File: src/ess_pkg.sv
// Register map, fields and carriers for the encoder and switch status block
`default_nettype none
package ess_pkg;
    // Register indices; byte address is four times the index
    localparam logic [7:0] IDX_SWITCH_CONFIG   = 8'h34;
    localparam logic [7:0] IDX_RAMP_STATUS     = 8'h35;
    localparam logic [7:0] IDX_ENCODER_CONFIG  = 8'h38;
    localparam logic [7:0] IDX_ENCODER_POS     = 8'h39;
    localparam logic [7:0] IDX_ENCODER_CONST   = 8'h3a;
    localparam logic [7:0] IDX_ENCODER_FLAGS   = 8'h3b;
    localparam logic [7:0] IDX_ENCODER_CAPTURE = 8'h3c;
    localparam logic [7:0] IDX_SLIP_LIMIT      = 8'h3d;

    // Widths, reset values and fraction divisors
    localparam int          ENC_CFG_W         = 11;
    localparam int          SW_CFG_W          = 10;
    localparam int          SLIP_W            = 20;
    localparam logic [31:0] ENC_CONST_RESET   = 32'h0001_0000;
    localparam logic [16:0] DIV_BINARY        = 17'h1_0000;
    localparam logic [16:0] DIV_DECIMAL       = 17'h0_2710;

    // Ramp status bit positions
    localparam int RS_SW_L    = 0;
    localparam int RS_SW_R    = 1;
    localparam int RS_LATCH_L = 2;
    localparam int RS_LATCH_R = 3;
    localparam int RS_STOP_L  = 4;
    localparam int RS_STOP_R  = 5;

    // Encoder flag bit positions
    localparam int EF_INDEX = 0;
    localparam int EF_SLIP  = 1;

    // Index sensitivity encodings
    localparam logic [1:0] SENS_LEVEL  = 2'h0;
    localparam logic [1:0] SENS_ACTIVE = 2'h1;
    localparam logic [1:0] SENS_INACT  = 2'h2;
    localparam logic [1:0] SENS_BOTH   = 2'h3;

    // AXI responses
    localparam logic [1:0] RESP_OKAY   = 2'h0;
    localparam logic [1:0] RESP_SLVERR = 2'h2;

    // Encoder configuration word layout, bit 10 down to bit 0
    typedef struct packed {
        logic       selDecimal;
        logic       latchRamp;
        logic       clearOnIndex;
        logic [1:0] indexSens;
        logic       indexOnce;
        logic       indexCont;
        logic       indexSkipQuadratureMatch;
        logic       polIndex;
        logic       polB;
        logic       polA;
    } ess_enc_cfg_t;

    // Switch configuration word layout, bit 9 down to bit 0
    typedef struct packed {
        logic softStop;
        logic latchRInactive;
        logic latchRActive;
        logic latchLInactive;
        logic latchLActive;
        logic swapLr;
        logic polStopR;
        logic polStopL;
        logic stopREnable;
        logic stopLEnable;
    } ess_sw_cfg_t;

    // Ramp generator view given to this block
    typedef struct packed {
        logic [31:0] actualPosition;
        logic        holdMode;
        logic        moveNegative;
        logic        moveCommand;
        logic        standstill;
    } ess_ramp_t;
endpackage : ess_pkg
`default_nettype wire

File: src/ess_encoder_switch.sv
// Encoder counter, index capture, slip check and reference switch status behind AXI4-Lite
//
// Notes on behaviour
// - Left stop flag, bit 4, while left stop
// - Hold mode or away move clears stop
// - Soft stop keeps flag until motor stationary
// - Disabling switch or stop clears flag
// - Stop flags ORed into interrupt output
// - Latch ready flags bits 3,2, write-one clear
// - Bits 1,0 show live switch states
// - Encoder inactive in step-direction mode
// - Signed 32-bit position, read and write, 0x39
// - Fixed-point step constant added per step
// - Decimal bit picks 10^4 or 2^16 divisor
// - Index bit 0, slip bit 1, W1C
// - Slip clear ignored while slip persists
// - Encoder flags ORed into interrupt output
// - Index event captures position into 0x3C
// - Slip when difference exceeds 20-bit limit
// - Zero limit disables the slip check
// - 11-bit read-write encoder config at 0x38
// - Bits 7:6 select index trigger kind
// - Bit 8 selects latch or latch-and-clear
// - Bit 2 sets index input polarity
// - Index needs A/B match unless bit 3
`default_nettype none
module ess_encoder_switch
    import ess_pkg::*;
(
    input  wire logic        clock,         // System clock, 40 MHz
    input  wire logic        reset,         // Asynchronous reset, active high
    // AXI4-Lite slave
    input  wire logic [9:0]  s_axi_awaddr,  // Write address, byte
    input  wire logic        s_axi_awvalid, // Write address valid
    output logic             s_axi_awready, // Write address ready
    input  wire logic [31:0] s_axi_wdata,   // Write data
    input  wire logic [3:0]  s_axi_wstrb,   // Write byte strobes
    input  wire logic        s_axi_wvalid,  // Write data valid
    output logic             s_axi_wready,  // Write data ready
    output logic [1:0]       s_axi_bresp,   // Write response
    output logic             s_axi_bvalid,  // Write response valid
    input  wire logic        s_axi_bready,  // Write response ready
    input  wire logic [9:0]  s_axi_araddr,  // Read address, byte
    input  wire logic        s_axi_arvalid, // Read address valid
    output logic             s_axi_arready, // Read address ready
    output logic [31:0]      s_axi_rdata,   // Read data
    output logic [1:0]       s_axi_rresp,   // Read response
    output logic             s_axi_rvalid,  // Read data valid
    input  wire logic        s_axi_rready,  // Read data ready
    // Pins
    input  wire logic        encA,          // Encoder channel A
    input  wire logic        encB,          // Encoder channel B
    input  wire logic        encIndex,      // Encoder index channel
    input  wire logic        refLeft,       // Left reference switch
    input  wire logic        refRight,      // Right reference switch
    // Ramp generator side, same clock
    input  wire ess_ramp_t   ramp,          // Ramp position and motion state
    input  wire logic        stepDirMode,   // Step and direction mode active
    output logic             stopLeft,      // Stop request toward left
    output logic             stopRight,     // Stop request toward right
    output logic             interrupt      // Interrupt output, active high
);

    // Byte strobe merge, used by every writable register
    function automatic logic [31:0] mergeBytes(input logic [31:0] old, input logic [31:0] data,
                                               input logic [3:0] strb);
        logic [31:0] res;
        res = old;
        for (int i = 0; i < 4; i++) begin
            if (strb[i]) begin
                res[8*i +: 8] = data[8*i +: 8];
            end
        end
        return res;
    endfunction : mergeBytes

    // Address decode to register index, shared by read and write paths
    function automatic logic [7:0] regIndex(input logic [9:0] addr);
        return addr[9:2];
    endfunction : regIndex

    function automatic logic isMapped(input logic [9:0] addr);
        logic [7:0] idx;
        idx = addr[9:2];
        return (idx == IDX_SWITCH_CONFIG) || (idx == IDX_RAMP_STATUS) ||
               (idx >= IDX_ENCODER_CONFIG && idx <= IDX_SLIP_LIMIT);
    endfunction : isMapped

    // Two-stage synchronisers for the five pins
    logic [4:0] pinMeta_q;
    logic [4:0] pinSync_q;
    logic [4:0] pinPrev_q;
    always_ff @(posedge clock or posedge reset) begin
        if (reset) begin
            pinMeta_q <= 5'h00;
            pinSync_q <= 5'h00;
            pinPrev_q <= 5'h00;
        end else begin
            pinMeta_q <= {refRight, refLeft, encIndex, encB, encA};
            pinSync_q <= pinMeta_q;
            pinPrev_q <= pinSync_q;
        end
    end

    logic aNow, bNow, nNow, aOld, bOld;
    assign aNow = pinSync_q[0];
    assign bNow = pinSync_q[1];
    assign nNow = pinSync_q[2];
    assign aOld = pinPrev_q[0];
    assign bOld = pinPrev_q[1];

    // Registers
    ess_enc_cfg_t      encCfg_q;
    ess_sw_cfg_t       swCfg_q;
    logic [31:0]       encPos_q;
    logic [15:0]       encFrac_q;
    logic [31:0]       encConst_q;
    logic [1:0]        encFlags_q;
    logic [31:0]       encCapture_q;
    logic [SLIP_W-1:0] slipLimit_q;
    logic              onceArmed_q;
    logic              latchL_q, latchR_q;
    logic              stopL_q, stopR_q;
    logic              swLPrev_q, swRPrev_q;
    logic              indexPrev_q;

    // AXI write channel holding
    logic        awHeld_q, wHeld_q;
    logic [9:0]  awAddr_q;
    logic [31:0] wData_q;
    logic [3:0]  wStrb_q;
    logic        wrFire;
    logic [7:0]  wrIdx;
    assign wrFire = awHeld_q && wHeld_q && !s_axi_bvalid;
    assign wrIdx  = regIndex(awAddr_q);

    // Address and data taken in either order
    always_ff @(posedge clock or posedge reset) begin
        if (reset) begin
            awHeld_q      <= 1'b0;
            wHeld_q       <= 1'b0;
            awAddr_q      <= 10'h000;
            wData_q       <= 32'h0000_0000;
            wStrb_q       <= 4'h0;
            s_axi_awready <= 1'b0;
            s_axi_wready  <= 1'b0;
            s_axi_bvalid  <= 1'b0;
            s_axi_bresp   <= RESP_OKAY;
        end else begin
            s_axi_awready <= !awHeld_q && !(s_axi_awvalid && s_axi_awready) && !wrFire;
            s_axi_wready  <= !wHeld_q && !(s_axi_wvalid && s_axi_wready) && !wrFire;
            if (s_axi_awvalid && s_axi_awready) begin
                awHeld_q <= 1'b1;
                awAddr_q <= s_axi_awaddr;
            end
            if (s_axi_wvalid && s_axi_wready) begin
                wHeld_q <= 1'b1;
                wData_q <= s_axi_wdata;
                wStrb_q <= s_axi_wstrb;
            end
            if (wrFire) begin
                awHeld_q     <= 1'b0;
                wHeld_q      <= 1'b0;
                s_axi_bvalid <= 1'b1;
                s_axi_bresp  <= isMapped(awAddr_q) ? RESP_OKAY : RESP_SLVERR;
            end else if (s_axi_bvalid && s_axi_bready) begin
                s_axi_bvalid <= 1'b0;
            end
        end
    end

    // Software write decode
    logic wrSwCfg, wrRampSt, wrEncCfg, wrEncPos, wrEncConst, wrEncFlags, wrSlip;
    assign wrSwCfg    = wrFire && wrIdx == IDX_SWITCH_CONFIG;
    assign wrRampSt   = wrFire && wrIdx == IDX_RAMP_STATUS;
    assign wrEncCfg   = wrFire && wrIdx == IDX_ENCODER_CONFIG;
    assign wrEncPos   = wrFire && wrIdx == IDX_ENCODER_POS;
    assign wrEncConst = wrFire && wrIdx == IDX_ENCODER_CONST;
    assign wrEncFlags = wrFire && wrIdx == IDX_ENCODER_FLAGS;
    assign wrSlip     = wrFire && wrIdx == IDX_SLIP_LIMIT;

    logic [31:0] wrMerged;
    assign wrMerged = mergeBytes(32'h0000_0000, wData_q, wStrb_q);

    // Plain configuration registers
    always_ff @(posedge clock or posedge reset) begin
        if (reset) begin
            encCfg_q    <= '0;
            swCfg_q     <= '0;
            encConst_q  <= ENC_CONST_RESET;
            slipLimit_q <= '0;
        end else begin
            if (wrEncCfg) begin
                encCfg_q <= ess_enc_cfg_t'(ENC_CFG_W'(mergeBytes({21'h0, encCfg_q}, wData_q, wStrb_q)));
            end
            if (wrSwCfg) begin
                swCfg_q <= ess_sw_cfg_t'(SW_CFG_W'(mergeBytes({22'h0, swCfg_q}, wData_q, wStrb_q)));
            end
            if (wrEncConst) begin
                encConst_q <= mergeBytes(encConst_q, wData_q, wStrb_q);
            end
            if (wrSlip) begin
                slipLimit_q <= SLIP_W'(mergeBytes({12'h0, slipLimit_q}, wData_q, wStrb_q));
            end
        end
    end

    // Reference switch levels, after polarity and optional swap
    logic swLAct, swRAct;
    assign swLAct = (swCfg_q.swapLr ? pinSync_q[4] : pinSync_q[3]) ^ swCfg_q.polStopL;
    assign swRAct = (swCfg_q.swapLr ? pinSync_q[3] : pinSync_q[4]) ^ swCfg_q.polStopR;

    // Latch ready flags; new event beats a same-cycle clear
    logic latchLEvt, latchREvt;
    assign latchLEvt = (swCfg_q.latchLActive && swLAct && !swLPrev_q) ||
                       (swCfg_q.latchLInactive && !swLAct && swLPrev_q);
    assign latchREvt = (swCfg_q.latchRActive && swRAct && !swRPrev_q) ||
                       (swCfg_q.latchRInactive && !swRAct && swRPrev_q);
    always_ff @(posedge clock or posedge reset) begin
        if (reset) begin
            swLPrev_q <= 1'b0;
            swRPrev_q <= 1'b0;
            latchL_q  <= 1'b0;
            latchR_q  <= 1'b0;
        end else begin
            swLPrev_q <= swLAct;
            swRPrev_q <= swRAct;
            latchL_q  <= latchLEvt || (latchL_q && !(wrRampSt && wrMerged[RS_LATCH_L]));
            latchR_q  <= latchREvt || (latchR_q && !(wrRampSt && wrMerged[RS_LATCH_R]));
        end
    end

    // Stop events: raised while moving into an active enabled switch
    logic relL, relR;
    assign relL = ramp.holdMode || (ramp.moveCommand && !ramp.moveNegative);
    assign relR = ramp.holdMode || (ramp.moveCommand && ramp.moveNegative);
    always_ff @(posedge clock or posedge reset) begin
        if (reset) begin
            stopL_q <= 1'b0;
            stopR_q <= 1'b0;
        end else begin
            if (!swCfg_q.stopLEnable) begin
                stopL_q <= 1'b0;
            end else if (swLAct && ramp.moveNegative && !ramp.holdMode) begin
                stopL_q <= 1'b1;
            end else if (relL && (!swCfg_q.softStop || ramp.standstill)) begin
                stopL_q <= 1'b0;
            end
            if (!swCfg_q.stopREnable) begin
                stopR_q <= 1'b0;
            end else if (swRAct && !ramp.moveNegative && !ramp.holdMode) begin
                stopR_q <= 1'b1;
            end else if (relR && (!swCfg_q.softStop || ramp.standstill)) begin
                stopR_q <= 1'b0;
            end
        end
    end

    // Quadrature decode; a double step is illegal and ignored
    logic stepDown, encOn, stepAny, dirUp;
    assign encOn    = !stepDirMode;
    assign stepAny  = encOn && ((aNow ^ aOld) ^ (bNow ^ bOld));
    assign dirUp    = aOld ^ bNow;
    assign stepDown = stepAny && !dirUp;

    // Index detection: polarity, A/B match, sensitivity
    logic idxLevel, idxTrig, idxEvent;
    assign idxLevel = (nNow == encCfg_q.polIndex) &&
                      (encCfg_q.indexSkipQuadratureMatch ||
                       (aNow == encCfg_q.polA && bNow == encCfg_q.polB));
    always_comb begin
        case (encCfg_q.indexSens)
            SENS_LEVEL:  idxTrig = idxLevel;
            SENS_ACTIVE: idxTrig = idxLevel && !indexPrev_q;
            SENS_INACT:  idxTrig = !idxLevel && indexPrev_q;
            SENS_BOTH:   idxTrig = idxLevel != indexPrev_q;
            default:     idxTrig = 1'b0;
        endcase
    end
    assign idxEvent = encOn && idxTrig && (encCfg_q.indexCont || onceArmed_q);

    // Fractional step arithmetic; decimal mode wraps the fraction at 10^4
    logic [16:0] divisor;
    logic [16:0] fracSum, fracDiff;
    logic        carry, borrow;
    logic [31:0] stepInt;
    logic [31:0] posNext;
    logic [15:0] fracNext;
    assign divisor  = encCfg_q.selDecimal ? DIV_DECIMAL : DIV_BINARY;
    assign stepInt  = {{16{encConst_q[31]}}, encConst_q[31:16]};
    assign fracSum  = {1'b0, encFrac_q} + {1'b0, encConst_q[15:0]};
    assign carry    = fracSum >= divisor;
    assign fracDiff = {1'b0, encFrac_q} - {1'b0, encConst_q[15:0]};
    assign borrow   = fracDiff[16];
    always_comb begin
        posNext  = encPos_q;
        fracNext = encFrac_q;
        if (stepAny && dirUp) begin
            posNext  = encPos_q + stepInt + {31'h0, carry};
            fracNext = carry ? 16'(fracSum - divisor) : fracSum[15:0];
        end else if (stepDown) begin
            posNext  = encPos_q - stepInt - {31'h0, borrow};
            fracNext = borrow ? 16'(fracDiff + divisor) : fracDiff[15:0];
        end
    end

    // Position counter, capture and one-shot arming
    always_ff @(posedge clock or posedge reset) begin
        if (reset) begin
            encPos_q     <= 32'h0000_0000;
            encFrac_q    <= 16'h0000;
            encCapture_q <= 32'h0000_0000;
            onceArmed_q  <= 1'b0;
            indexPrev_q  <= 1'b0;
        end else begin
            indexPrev_q <= idxLevel;
            if (wrEncPos) begin
                encPos_q  <= mergeBytes(encPos_q, wData_q, wStrb_q);
                encFrac_q <= 16'h0000;
            end else if (idxEvent && encCfg_q.clearOnIndex) begin
                encPos_q  <= 32'h0000_0000;
                encFrac_q <= 16'h0000;
            end else begin
                encPos_q  <= posNext;
                encFrac_q <= fracNext;
            end
            if (idxEvent) begin
                encCapture_q <= encPos_q;
            end
            if (wrEncCfg) begin
                onceArmed_q <= wData_q[5] && wStrb_q[0];
            end else if (idxEvent) begin
                onceArmed_q <= 1'b0;
            end
        end
    end

    // Slip check against the ramp position
    logic [31:0] posDiff, posAbs;
    logic        slipNow;
    assign posDiff = encPos_q - ramp.actualPosition;
    assign posAbs  = posDiff[31] ? 32'(-posDiff) : posDiff;
    assign slipNow = encOn && (slipLimit_q != '0) && (posAbs > {12'h0, slipLimit_q});

    // Encoder flags; set wins over clear, slip clear refused while slip persists
    always_ff @(posedge clock or posedge reset) begin
        if (reset) begin
            encFlags_q <= 2'h0;
        end else begin
            encFlags_q[EF_INDEX] <= idxEvent ||
                (encFlags_q[EF_INDEX] && !(wrEncFlags && wrMerged[EF_INDEX]));
            encFlags_q[EF_SLIP]  <= slipNow ||
                (encFlags_q[EF_SLIP] && !(wrEncFlags && wrMerged[EF_SLIP]));
        end
    end

    // Interrupt and stop outputs, registered
    always_ff @(posedge clock or posedge reset) begin
        if (reset) begin
            interrupt <= 1'b0;
            stopLeft  <= 1'b0;
            stopRight <= 1'b0;
        end else begin
            interrupt <= stopL_q || stopR_q || (|encFlags_q);
            stopLeft  <= stopL_q;
            stopRight <= stopR_q;
        end
    end

    // Read path: one read at a time, data one cycle after the address is taken
    logic [31:0] rdValue;
    always_comb begin
        case (regIndex(s_axi_araddr))
            IDX_SWITCH_CONFIG:   rdValue = {22'h0, swCfg_q};
            IDX_RAMP_STATUS:     rdValue = {26'h0, stopR_q, stopL_q, latchR_q, latchL_q, swRAct, swLAct};
            IDX_ENCODER_CONFIG:  rdValue = {21'h0, encCfg_q};
            IDX_ENCODER_POS:     rdValue = encPos_q;
            IDX_ENCODER_FLAGS:   rdValue = {30'h0, encFlags_q};
            IDX_ENCODER_CAPTURE: rdValue = encCapture_q;
            default:             rdValue = 32'h0000_0000;
        endcase
    end

    always_ff @(posedge clock or posedge reset) begin
        if (reset) begin
            s_axi_arready <= 1'b0;
            s_axi_rvalid  <= 1'b0;
            s_axi_rdata   <= 32'h0000_0000;
            s_axi_rresp   <= RESP_OKAY;
        end else begin
            s_axi_arready <= !s_axi_rvalid && !(s_axi_arvalid && s_axi_arready);
            if (s_axi_arvalid && s_axi_arready) begin
                s_axi_rvalid <= 1'b1;
                s_axi_rdata  <= rdValue;
                s_axi_rresp  <= isMapped(s_axi_araddr) ? RESP_OKAY : RESP_SLVERR;
            end else if (s_axi_rvalid && s_axi_rready) begin
                s_axi_rvalid <= 1'b0;
            end
        end
    end

endmodule : ess_encoder_switch
`default_nettype wire

File: config.mk
export PLATFORM = sky130hd
export DESIGN_NAME = ess_encoder_switch
export DESIGN_NICKNAME = d
export VERILOG_FILES = /design/src/ess_pkg.sv /design/src/ess_encoder_switch.sv
export SDC_FILE = /design/constraint.sdc
export NUM_CORES = 1
export LEC_CHECK = 0
export BUFFER_PORTS_ARGS = -buffer_cell sky130_fd_sc_hd__buf_2
export CAP_MARGIN = 20
export CELL_PAD_IN_SITES_DETAIL_PLACEMENT = 1
export CELL_PAD_IN_SITES_GLOBAL_PLACEMENT = 1
export CORE_MARGIN = 3
export CORE_UTILIZATION = 30
export CTS_CLUSTER_DIAMETER = 30
export DETAILED_ROUTE_END_ITERATION = 12
export PLACE_DENSITY_LB_ADDON = 0.12
export SLEW_MARGIN = 40
export SYNTH_ARGS = -nofsm -noshare
export SYNTH_HDL_FRONTEND = slang
export SYNTH_SLANG_ARGS = --single-unit
File: constraint.sdc
create_clock -name clock -period 14.7 [get_ports clock]
set_input_delay 1.47 -clock clock [delete_from_list [all_inputs] [get_ports clock]]
set_output_delay 1.47 -clock clock [all_outputs]
set_load 0.05 [all_outputs]
# [Yosys cells after proc, flatten, opt, wreduce, memory -nomap -nowiden]
# Cells that the tools add are included.
[word_totals] wordCells=270 regBits=267
[op_classes] bitwise=6 n_reduce_logical=122 n_lt_le_gt_ge=6 muxes=39 n_eq_ne=26 add_sub_neg=10
[op_table] operator="one-hot mux 32 bit (6 select lines)" n=1
[op_table] operator="2-to-1 mux 32 bit" n=5
[op_table] operator="equality test 8 x 6 -> 1 bit, second input constant" n=13
[op_table] operator="2-to-1 mux 16 bit" n=6
[op_table] operator="subtractor 32 bit" n=2
[op_table] operator="logical AND 1 bit" n=58
[op_table] operator="adder 32 x 1 -> 32 bit" n=1
[op_table] operator="adder 32 bit" n=1
[op_table] operator="greater-than comparator 32 x 20 -> 1 bit" n=1
[op_table] operator="2-to-1 mux 8 bit" n=4
[op_table] operator="negator 32 bit" n=1
[op_table] operator="subtractor 32 x 1 -> 32 bit" n=1
[op_table] operator="AND reduction 2 bit" n=15
[op_table] operator="zero test 1 bit" n=23
[op_table] operator="nonzero test 20 bit" n=1
[op_table] operator="2-to-1 mux 1 bit" n=18
[op_table] operator="adder 16 x 16 -> 17 bit" n=1
[op_table] operator=">= comparator 17 bit" n=1
[op_table] operator="logical OR 1 bit" n=17
[op_table] operator="2-to-1 mux 17 bit" n=1
[op_table] operator="subtractor 16 x 16 -> 17 bit" n=1
[op_table] operator="adder 16 bit" n=1
[op_table] operator=">= comparator 8 x 6 -> 1 bit, second input constant" n=2
[op_table] operator="less-or-equal comparator 8 x 6 -> 1 bit, second input constant" n=2
[op_table] operator="other kinds (15)" n=32

# [Longest topological paths before layout]
# Gate-level depths: netlist (run 1).
[logic_depth] ltp_word=12 mapped_depth=32

# [Least setup slack after synthesis (run 1)]
# No wires, ideal clock.
[synth_timing] kind="input to register" start="in ramp[7] in the netlist's numbering" end="reg encFlags_q[1]" t_arrival_ns=5.986 path_slack_ns=8.574 n_path_buf=1 cell_stages=22 required_time_ns=14.560 setup_ns=0.140 cell_sequence="inv_1 > ha_1 > o21ai_2 > a21o_1 > a211o_1 > a2111o_1 > nand2_2 > o21ai_1 > o31ai_4 > xnor2_1 > clkbuf_1 > nand2_1 > xor2_1 > ha_1 > nand4_1 > or2_2 > or4_1 > a22o_1 > a21oi_1 > nand4_1 > nor3_1 > a41oi_2"
[synth_via] elab_chain_len=6
[synth_lines] element="start: declaration" line_no="ess_encoder_switch.sv:57" text="input wire ess_ramp_t ramp,"
[synth_lines] element="subtractor 32 bit *" line_no="ess_encoder_switch.sv:341" text="assign posDiff = encPos_q - ramp.actualPosition;"
[synth_lines] element="negator 32 bit" line_no="ess_encoder_switch.sv:342" text="assign posAbs = posDiff[31] ? 32'(-posDiff) : posDiff;"
[synth_lines] element="2-to-1 mux 32 bit *" line_no="ess_encoder_switch.sv:342"
[synth_lines] element="greater-than comparator 32 x 20 -> 1 bit *" line_no="ess_encoder_switch.sv:343" text="assign slipNow = encOn && (slipLimit_q != '0) && (posAbs > {12'h0, slipLimit_q});"
[synth_lines] element="logical AND 1 bit *" line_no="ess_encoder_switch.sv:343"
[synth_lines] element="logical OR 1 bit *" line_no="ess_encoder_switch.sv:352" text="encFlags_q[EF_SLIP] <= slipNow ||"
[synth_lines] element="end signal: indexed assignment" line_no="ess_encoder_switch.sv:350" text="encFlags_q[EF_INDEX] <= idxEvent ||"
[synth_lines] element="end signal: indexed assignment" line_no="ess_encoder_switch.sv:352"
[synth_lines] element="end: declaration" line_no="ess_encoder_switch.sv:118" text="logic [1:0] encFlags_q;"
# Every way passes the cells marked *; elsewhere a longest branch is shown, timed or not.
# A chain may end at the register's enable or synchronous reset.

# [Final worst setup path (run 1)]
[layout_timing] start="reg encFrac_q[0]" end="reg encPos_q[24]"
[layout_via] elab_chain_len=6 word_cells_on_any_way=9 cone_classes="add/sub (4); order compare (1); mux (4)"
[layout_lines] element="start: declaration" line_no="ess_encoder_switch.sv:116" text="logic [15:0] encFrac_q;"
[layout_lines] element="start signal: assignment" line_no="ess_encoder_switch.sv:325" text="encFrac_q <= fracNext;"
[layout_lines] element="adder 16 x 16 -> 17 bit or subtractor 16 x 16 -> 17 bit (tied branches)" line_no="ess_encoder_switch.sv:291, ess_encoder_switch.sv:293"
[layout_lines] element=">= comparator 17 bit or subtractor 32 x 1 -> 32 bit (tied branches)" line_no="ess_encoder_switch.sv:292, ess_encoder_switch.sv:302"
[layout_lines] element="adder 32 x 1 -> 32 bit or 2-to-1 mux 32 bit (tied branches)" line_no="ess_encoder_switch.sv:299, ess_encoder_switch.sv:301"
[layout_lines] element="2-to-1 mux 32 bit *" line_no="ess_encoder_switch.sv:298" text="if (stepAny && dirUp) begin"
[layout_lines] element="2-to-1 mux 32 bit *" line_no="ess_encoder_switch.sv:320" text="end else if (idxEvent && encCfg_q.clearOnIndex) begin"
[layout_lines] element="2-to-1 mux 32 bit *" line_no="ess_encoder_switch.sv:317" text="if (wrEncPos) begin"
[layout_lines] element="end signal: assignment" line_no="ess_encoder_switch.sv:318" text="encPos_q <= mergeBytes(encPos_q, wData_q, wStrb_q);"
[layout_lines] element="end signal: assignment" line_no="ess_encoder_switch.sv:324" text="encPos_q <= posNext;"
[layout_lines] element="end: declaration" line_no="ess_encoder_switch.sv:115" text="logic [31:0] encPos_q;"
# Every way passes the cells marked *; elsewhere a longest branch is shown, timed or not. The select of a mux whose other input is x is not followed.

==> results.cfg, run 1 <==
[cts]
cts.clk_slew.worst_paths_ns = 0.04
cts_hold_buf = 0
htreeDepth = 3
clock_latency_ns = 0.64
cts_buffer_depth = 3
cts.sinks = 263
cts_tree = done
clock-root-buffer = clkbuf_16
cts-buffers-inserted = 78
cts_setup_buffers = 0
cts_resized = 0

[synthesis]
syn-cell-area_um2 = 20800
dominantRegCellSynth = dfrtp_1
synth_cell_types = 108
syn-instance-count = 2357
synth_seq_area_share = 0.317
synth_edf_count = 0
syn_area_per_cell_um2 = 8.81
synthArstFlopShare = 1.00
yosys_warnings = 0
synth_seq_cells = 263

[worst_hold_path]
hold_path.class = reg -> reg
min_to = pinSync_q[1]
whs_path_depth = 0
hp-start = pinMeta_q[1]

[grt]
grt_start_max_net_pins = 135
first_global_vias = 20000
grt.total_usage = 0.208
antenna_found_initial = 4
grt_pass1_wl_um = 119000
grt-ovfl-total = 0

[cells_and_area]
stdcell_count = 3498
nFillCells = 7776
area_growth_syn_to_layout_pct = 22.0
final_nets = 2816
final_cell_area_um2 = 25300
layout_common_cells = dfrtp_1 (262), inv_1 (211), nand2_1 (194)
layout-drive-gt1-share = 0.191
final_common_cell = dfrtp_1

[setup_path]
crit_required_ns = 15.18
crit_fanout = 9
worst_r2r_startpoint = encFrac_q[0]
crit_type = reg -> reg
crit_slowest_cell = a41oi_4
crit_top_cell = a21oi_1
rr_worst_depth = 31
crit_path_end_kind = register
regToRegSetupSlack_ns = 6.99
critPathMaxStageDelay_ns = 0.47
start_kind = register
worstPathArrival_ns = 8.19
r2r-end = encPos_q[24]

[routing]
via_per_inst = 5.30
finalWirelength_um = 76900
vias = 18500
wl_per_cell_um = 22.0
final_antenna_net_count = 0
drt_iter0_drc = 907
drcViolationCount = 0
drtPass1Iterations = 5

[sta]
fin_setup_tns_ns = 0
fin_ws_ns = 6.99
finalSetupViolations = 0
slew_headroom = 0.488
final.period_utilization = 0.524
hold_viol = 0
fmax_mhz = 130
clock_skew_ns = 0.0658
period_minus_slack_ns = 7.71
final_max_slew_viol_count = 0
rsz0062_at_grt = false
worst_pin_slew_ns = 0.765

[power]
total_power_uw = 5780
irDropWorstVdd_mv = 0.102
leakage_uw = 0.0113
powerDensity_nw_per_um2 = 228

[flow_run]
cap_violations = 0

[placed_design]
post-dp-hpwl_um = 59800
gp_congestion = 0.852
place_inst = 3355
io_buffers = 142
pre_cts_ws_ns = 7.20
place_area_um2 = 22500

[floorplan]
die_h_um = 269
core_area_um2 = 67900
dieArea_um2 = 72400
fp-row-count = 95
die_w_um = 269
initial_utilization = 0.306
ios = 149

[run_status]
outcome = finished clean
flip-flops by register name, indices dropped and copies added (netlist names), 4 cells and up:
| name | count |
|---|---|
| encCapture_q | 32 |
| encCfg_q | 11 |
| encPos_q | 32 |
| s_axi_rdata | 32 |
| encConst_q | 32 |
| wStrb_q | 4 |
| swCfg_q | 10 |
| pinMeta_q | 5 |
| awAddr_q | 8 |
| wData_q | 32 |
| encFrac_q | 16 |
| slipLimit_q | 20 |
| pinSync_q | 5 |
cell families after synthesis:
kind of cell	count (synthesis)	synth area share
compound gates	673	0.217
xor+xnor	131	0.0560
fa+ha+maj	196	0.121
buf+inv	299	0.0563
flops	263	0.317
mux	143	0.0767
other cells	1	0.000181
simple gates	651	0.156
worst max path at each step:
stage                       from      endpoint
global placement    encFrac_q[0]  encPos_q[24]
global route        encFrac_q[0]  encPos_q[24]
detailed placement  encFrac_q[0]  encPos_q[24]
CTS                 encFrac_q[0]  encPos_q[24]
floorplan                  reset   awAddr_q[2]
finish              encFrac_q[0]  encPos_q[24]
routing by layer:
metal | vias to the layer above | global-route usage | routed length, um
li1 | 8820 | - | -
met1 | 9344 | 0.275 | 35900
met2 | 277 | 0.348 | 36300
met3 | 85 | 0.0341 | 2770
met4 | 2 | 0.0637 | 1850
met5 | - | 0 | 13
worst max-delay path, delay by kind of cell, from the launching register on:
family | cells | cell delay (ns)
adder cells (fa/ha/maj) | 5 | 1.92
flip-flops | 1 | 0.39
buffers and inverters | 1 | 0.21
AO/OA/AOI/OAI | 15 | 3.50
XOR/XNOR | 1 | 0.14
AND/OR/NAND/NOR | 8 | 1.23
multiplexers | 1 | 0.18
stage by stage:
stage	utilization	hold WS, ns
global route	0.373	0.356
global placement	0.331	0.339
detailed placement	0.332	0.339
floorplan	-	0.331
finish	0.373	0.343
CTS	0.373	0.349
area by class of cell:
cell class / instances / area [um^2] / share of cell area
clock buffers: 106 / 2230 / 0.0879
multi-input cells: 1796 / 13100 / 0.517
clock inverters: 34 / 553 / 0.0218
inverters: 213 / 812 / 0.0320
repair buffers: 163 / 921 / 0.0363
diodes: 2 / 5.00 / 0.000197
well taps: 921 / 1150 / 0.0455
flip-flops and latches: 263 / 6580 / 0.260
power by group:
| part | total (uW) | switching, uW | leakage (uW) | internal, uW |
|---|---|---|---|---|
| sequential | 1260 | 339 | 0.00330 | 925 |
| clock | 1730 | 528 | 0.00134 | 1200 |
| combinational | 2790 | 1670 | 0.00666 | 1120 |
| total | 5780 | 2540 | 0.0113 | 3250 |
synthesized netlist by cell type (20+ instances only):
cell type | count | area (um^2)
xnor2_1 | 95 | 832
xor2_1 | 34 | 298
a21o_1 | 27 | 203
nand3_1 | 37 | 185
nand2b_1 | 30 | 188
o21ai_0 | 174 | 871
nor3_1 | 45 | 225
o21bai_1 | 20 | 150
a211oi_1 | 22 | 165
o211ai_1 | 25 | 188
nor2b_1 | 35 | 219
nand4_1 | 25 | 156
clkbuf_1 | 68 | 255
nand2_1 | 195 | 732
inv_1 | 212 | 796
ha_1 | 189 | 2360
a31oi_1 | 23 | 144
o21a_1 | 21 | 158
dfrtp_1 | 262 | 6560
a22oi_1 | 41 | 308
nor2_1 | 153 | 574
mux2_2 | 129 | 1450
a21oi_1 | 144 | 721
(Power assumes the default switching activity.)
==> run 2, diff against run 1 <==
clock period = 6.6 ns   (was 14.7 ns; I/O delays follow)
==> results.cfg, run 2 (synthesis gave the netlist of run 1 again) <==
[setup_path]
crit_path_end_kind = register
crit_required_ns = 7.07
worstPathArrival_ns = 6.72
crit_slowest_cell = fa_1
crit_type = reg -> reg
start_kind = register
critPathMaxStageDelay_ns = 0.47
crit_top_cell = inv_1
crit_fanout = 4

[flow_run]
cap_violations = 0

[routing]
wl_per_cell_um = 22.2
finalWirelength_um = 78600
drt_iter0_drc = 1002
drcViolationCount = 0
vias = 18700
final_antenna_net_count = 0
drtPass1Iterations = 7
via_per_inst = 5.28

[sta]
final_max_slew_viol_count = 0
fmax_mhz = 160
hold_viol = 0
slew_headroom = 0.457
clock_skew_ns = 0.0375
fin_ws_ns = 0.352
period_minus_slack_ns = 6.25
worst_pin_slew_ns = 0.793
rsz0062_at_grt = false
finalSetupViolations = 0
holdWs_ns = 0.135
fin_setup_tns_ns = 0
final.period_utilization = 0.947

[floorplan]
die_h_um = 269
initial_utilization = 0.306
fp-row-count = 95
ios = 149
die_w_um = 269
dieArea_um2 = 72400
core_area_um2 = 67900

[cts]
cts.sinks = 263
cts-buffers-inserted = 79
cts_buffer_depth = 3
cts_tree = done
clock-root-buffer = clkbuf_16
clock_latency_ns = 0.63
cts_hold_buf = 0
htreeDepth = 3
cts.clk_slew.worst_paths_ns = 0.05

[grt]
first_global_vias = 20100
antenna_found_initial = 2
grt-ovfl-total = 0
grt_pass1_wl_um = 121000
grt.total_usage = 0.214
grt_start_max_net_pins = 93

[cells_and_area]
nFillCells = 7820
multi_input_area_um2 = 13200
final_common_cell = dfrtp_1
utilization = 0.380
regArea_um2 = 6580
layout-drive-gt1-share = 0.217
area_growth_syn_to_layout_pct = 24.0
final_nets = 2869
layout_common_cells = dfrtp_1 (261), inv_1 (210), nand2_1 (193)

[placed_design]
io_buffers = 142
pre_cts_ws_ns = -0.203
post-dp-hpwl_um = 61600
gp_congestion = 0.889

[power]
irDropWorstVdd_mv = 0.260
powerDensity_nw_per_um2 = 509
leakage_uw = 0.0115
total_power_uw = 13100

[run_status]
outcome = finished clean

[worst_hold_path]
hold_path.class = in -> async
## run 2: cell types whose count changed in the layout (fill, tap and decap cells not counted), moves of 3 or more
cell      previous run  this run
a21oi_1            143       135
o21ai_0            174       168
a21oi_2              2         9
clkbuf_8            17        12
clkinv_2            12        15
fa_2                 0         3
buf_4               18        70
fa_1                 7         4
o21ai_1             10        13
o21ai_2              4         7
## run 2: worst max-delay path: cells and delay by family (launching register included)
family	cells	cell delay [ns]
DFF	1	0.38
and+or+nand+nor	4	0.61
buffers and inverters	6	0.63
AOI/OAI and AO/OA	15	3.26
adders and majority gates	4	1.19
## run 2: final timing paths
kind	from	to	slack, ns	depth (start not counted)
worst max-delay path	encFrac_q[0]	encPos_q[31]	0.35	29
worst min-delay path	reset	pinSync_q[4]	0.14	3
worst max register to register	encFrac_q[0]	encPos_q[31]	0.35	29
worst min register to register	pinMeta_q[1]	pinSync_q[1]	0.35	0
max in group asynchronous	reset	wData_q[30]	5.15	4
min in group clock	encB	pinMeta_q[1]	0.15	1
## run 2: per-layer routing
metal / vias to the layer above / share of wire / track usage
met5: - / 0.00017 / 0
met4: 2 / 0.024 / 0.0626
met3: 111 / 0.035 / 0.0304
met2: 334 / 0.47 / 0.359
met1: 9365 / 0.47 / 0.287
li1: 8921 / - / -
## run 2: metrics by stage
step                std cells  cell area (um^2)
detailed placement       3405             22900
CTS                      3545             25600
finish                   3548             25800
global route             3547             25800
global placement         3404             22800
floorplan                2358             20800
## run 2: area by class of cell
cell class	count	share of cell area
Sequential cell	263	0.256
Clock inverter	37	0.0213
Multi-Input combinational cell	1796	0.512
Inverter	213	0.0312
Clock buffer	102	0.0848
Timing Repair Buffer	215	0.0503
Antenna cell	1	0.0000971
Tap cell	921	0.0447
## run 2: power breakdown
group	leakage (uW)	internal, uW	switching (uW)
Sequential	0.00329	2060	702
Combinational	0.00691	2650	3870
Clock	0.00132	2650	1190
Total	0.0115	7350	5760
## run 2: repair_timing
item / CTS / global route
setup endpoints to repair: 6 / 12
gates resized for setup: 5 / 30
setup buffers: 1 / 2
pin swaps: 2 / 16
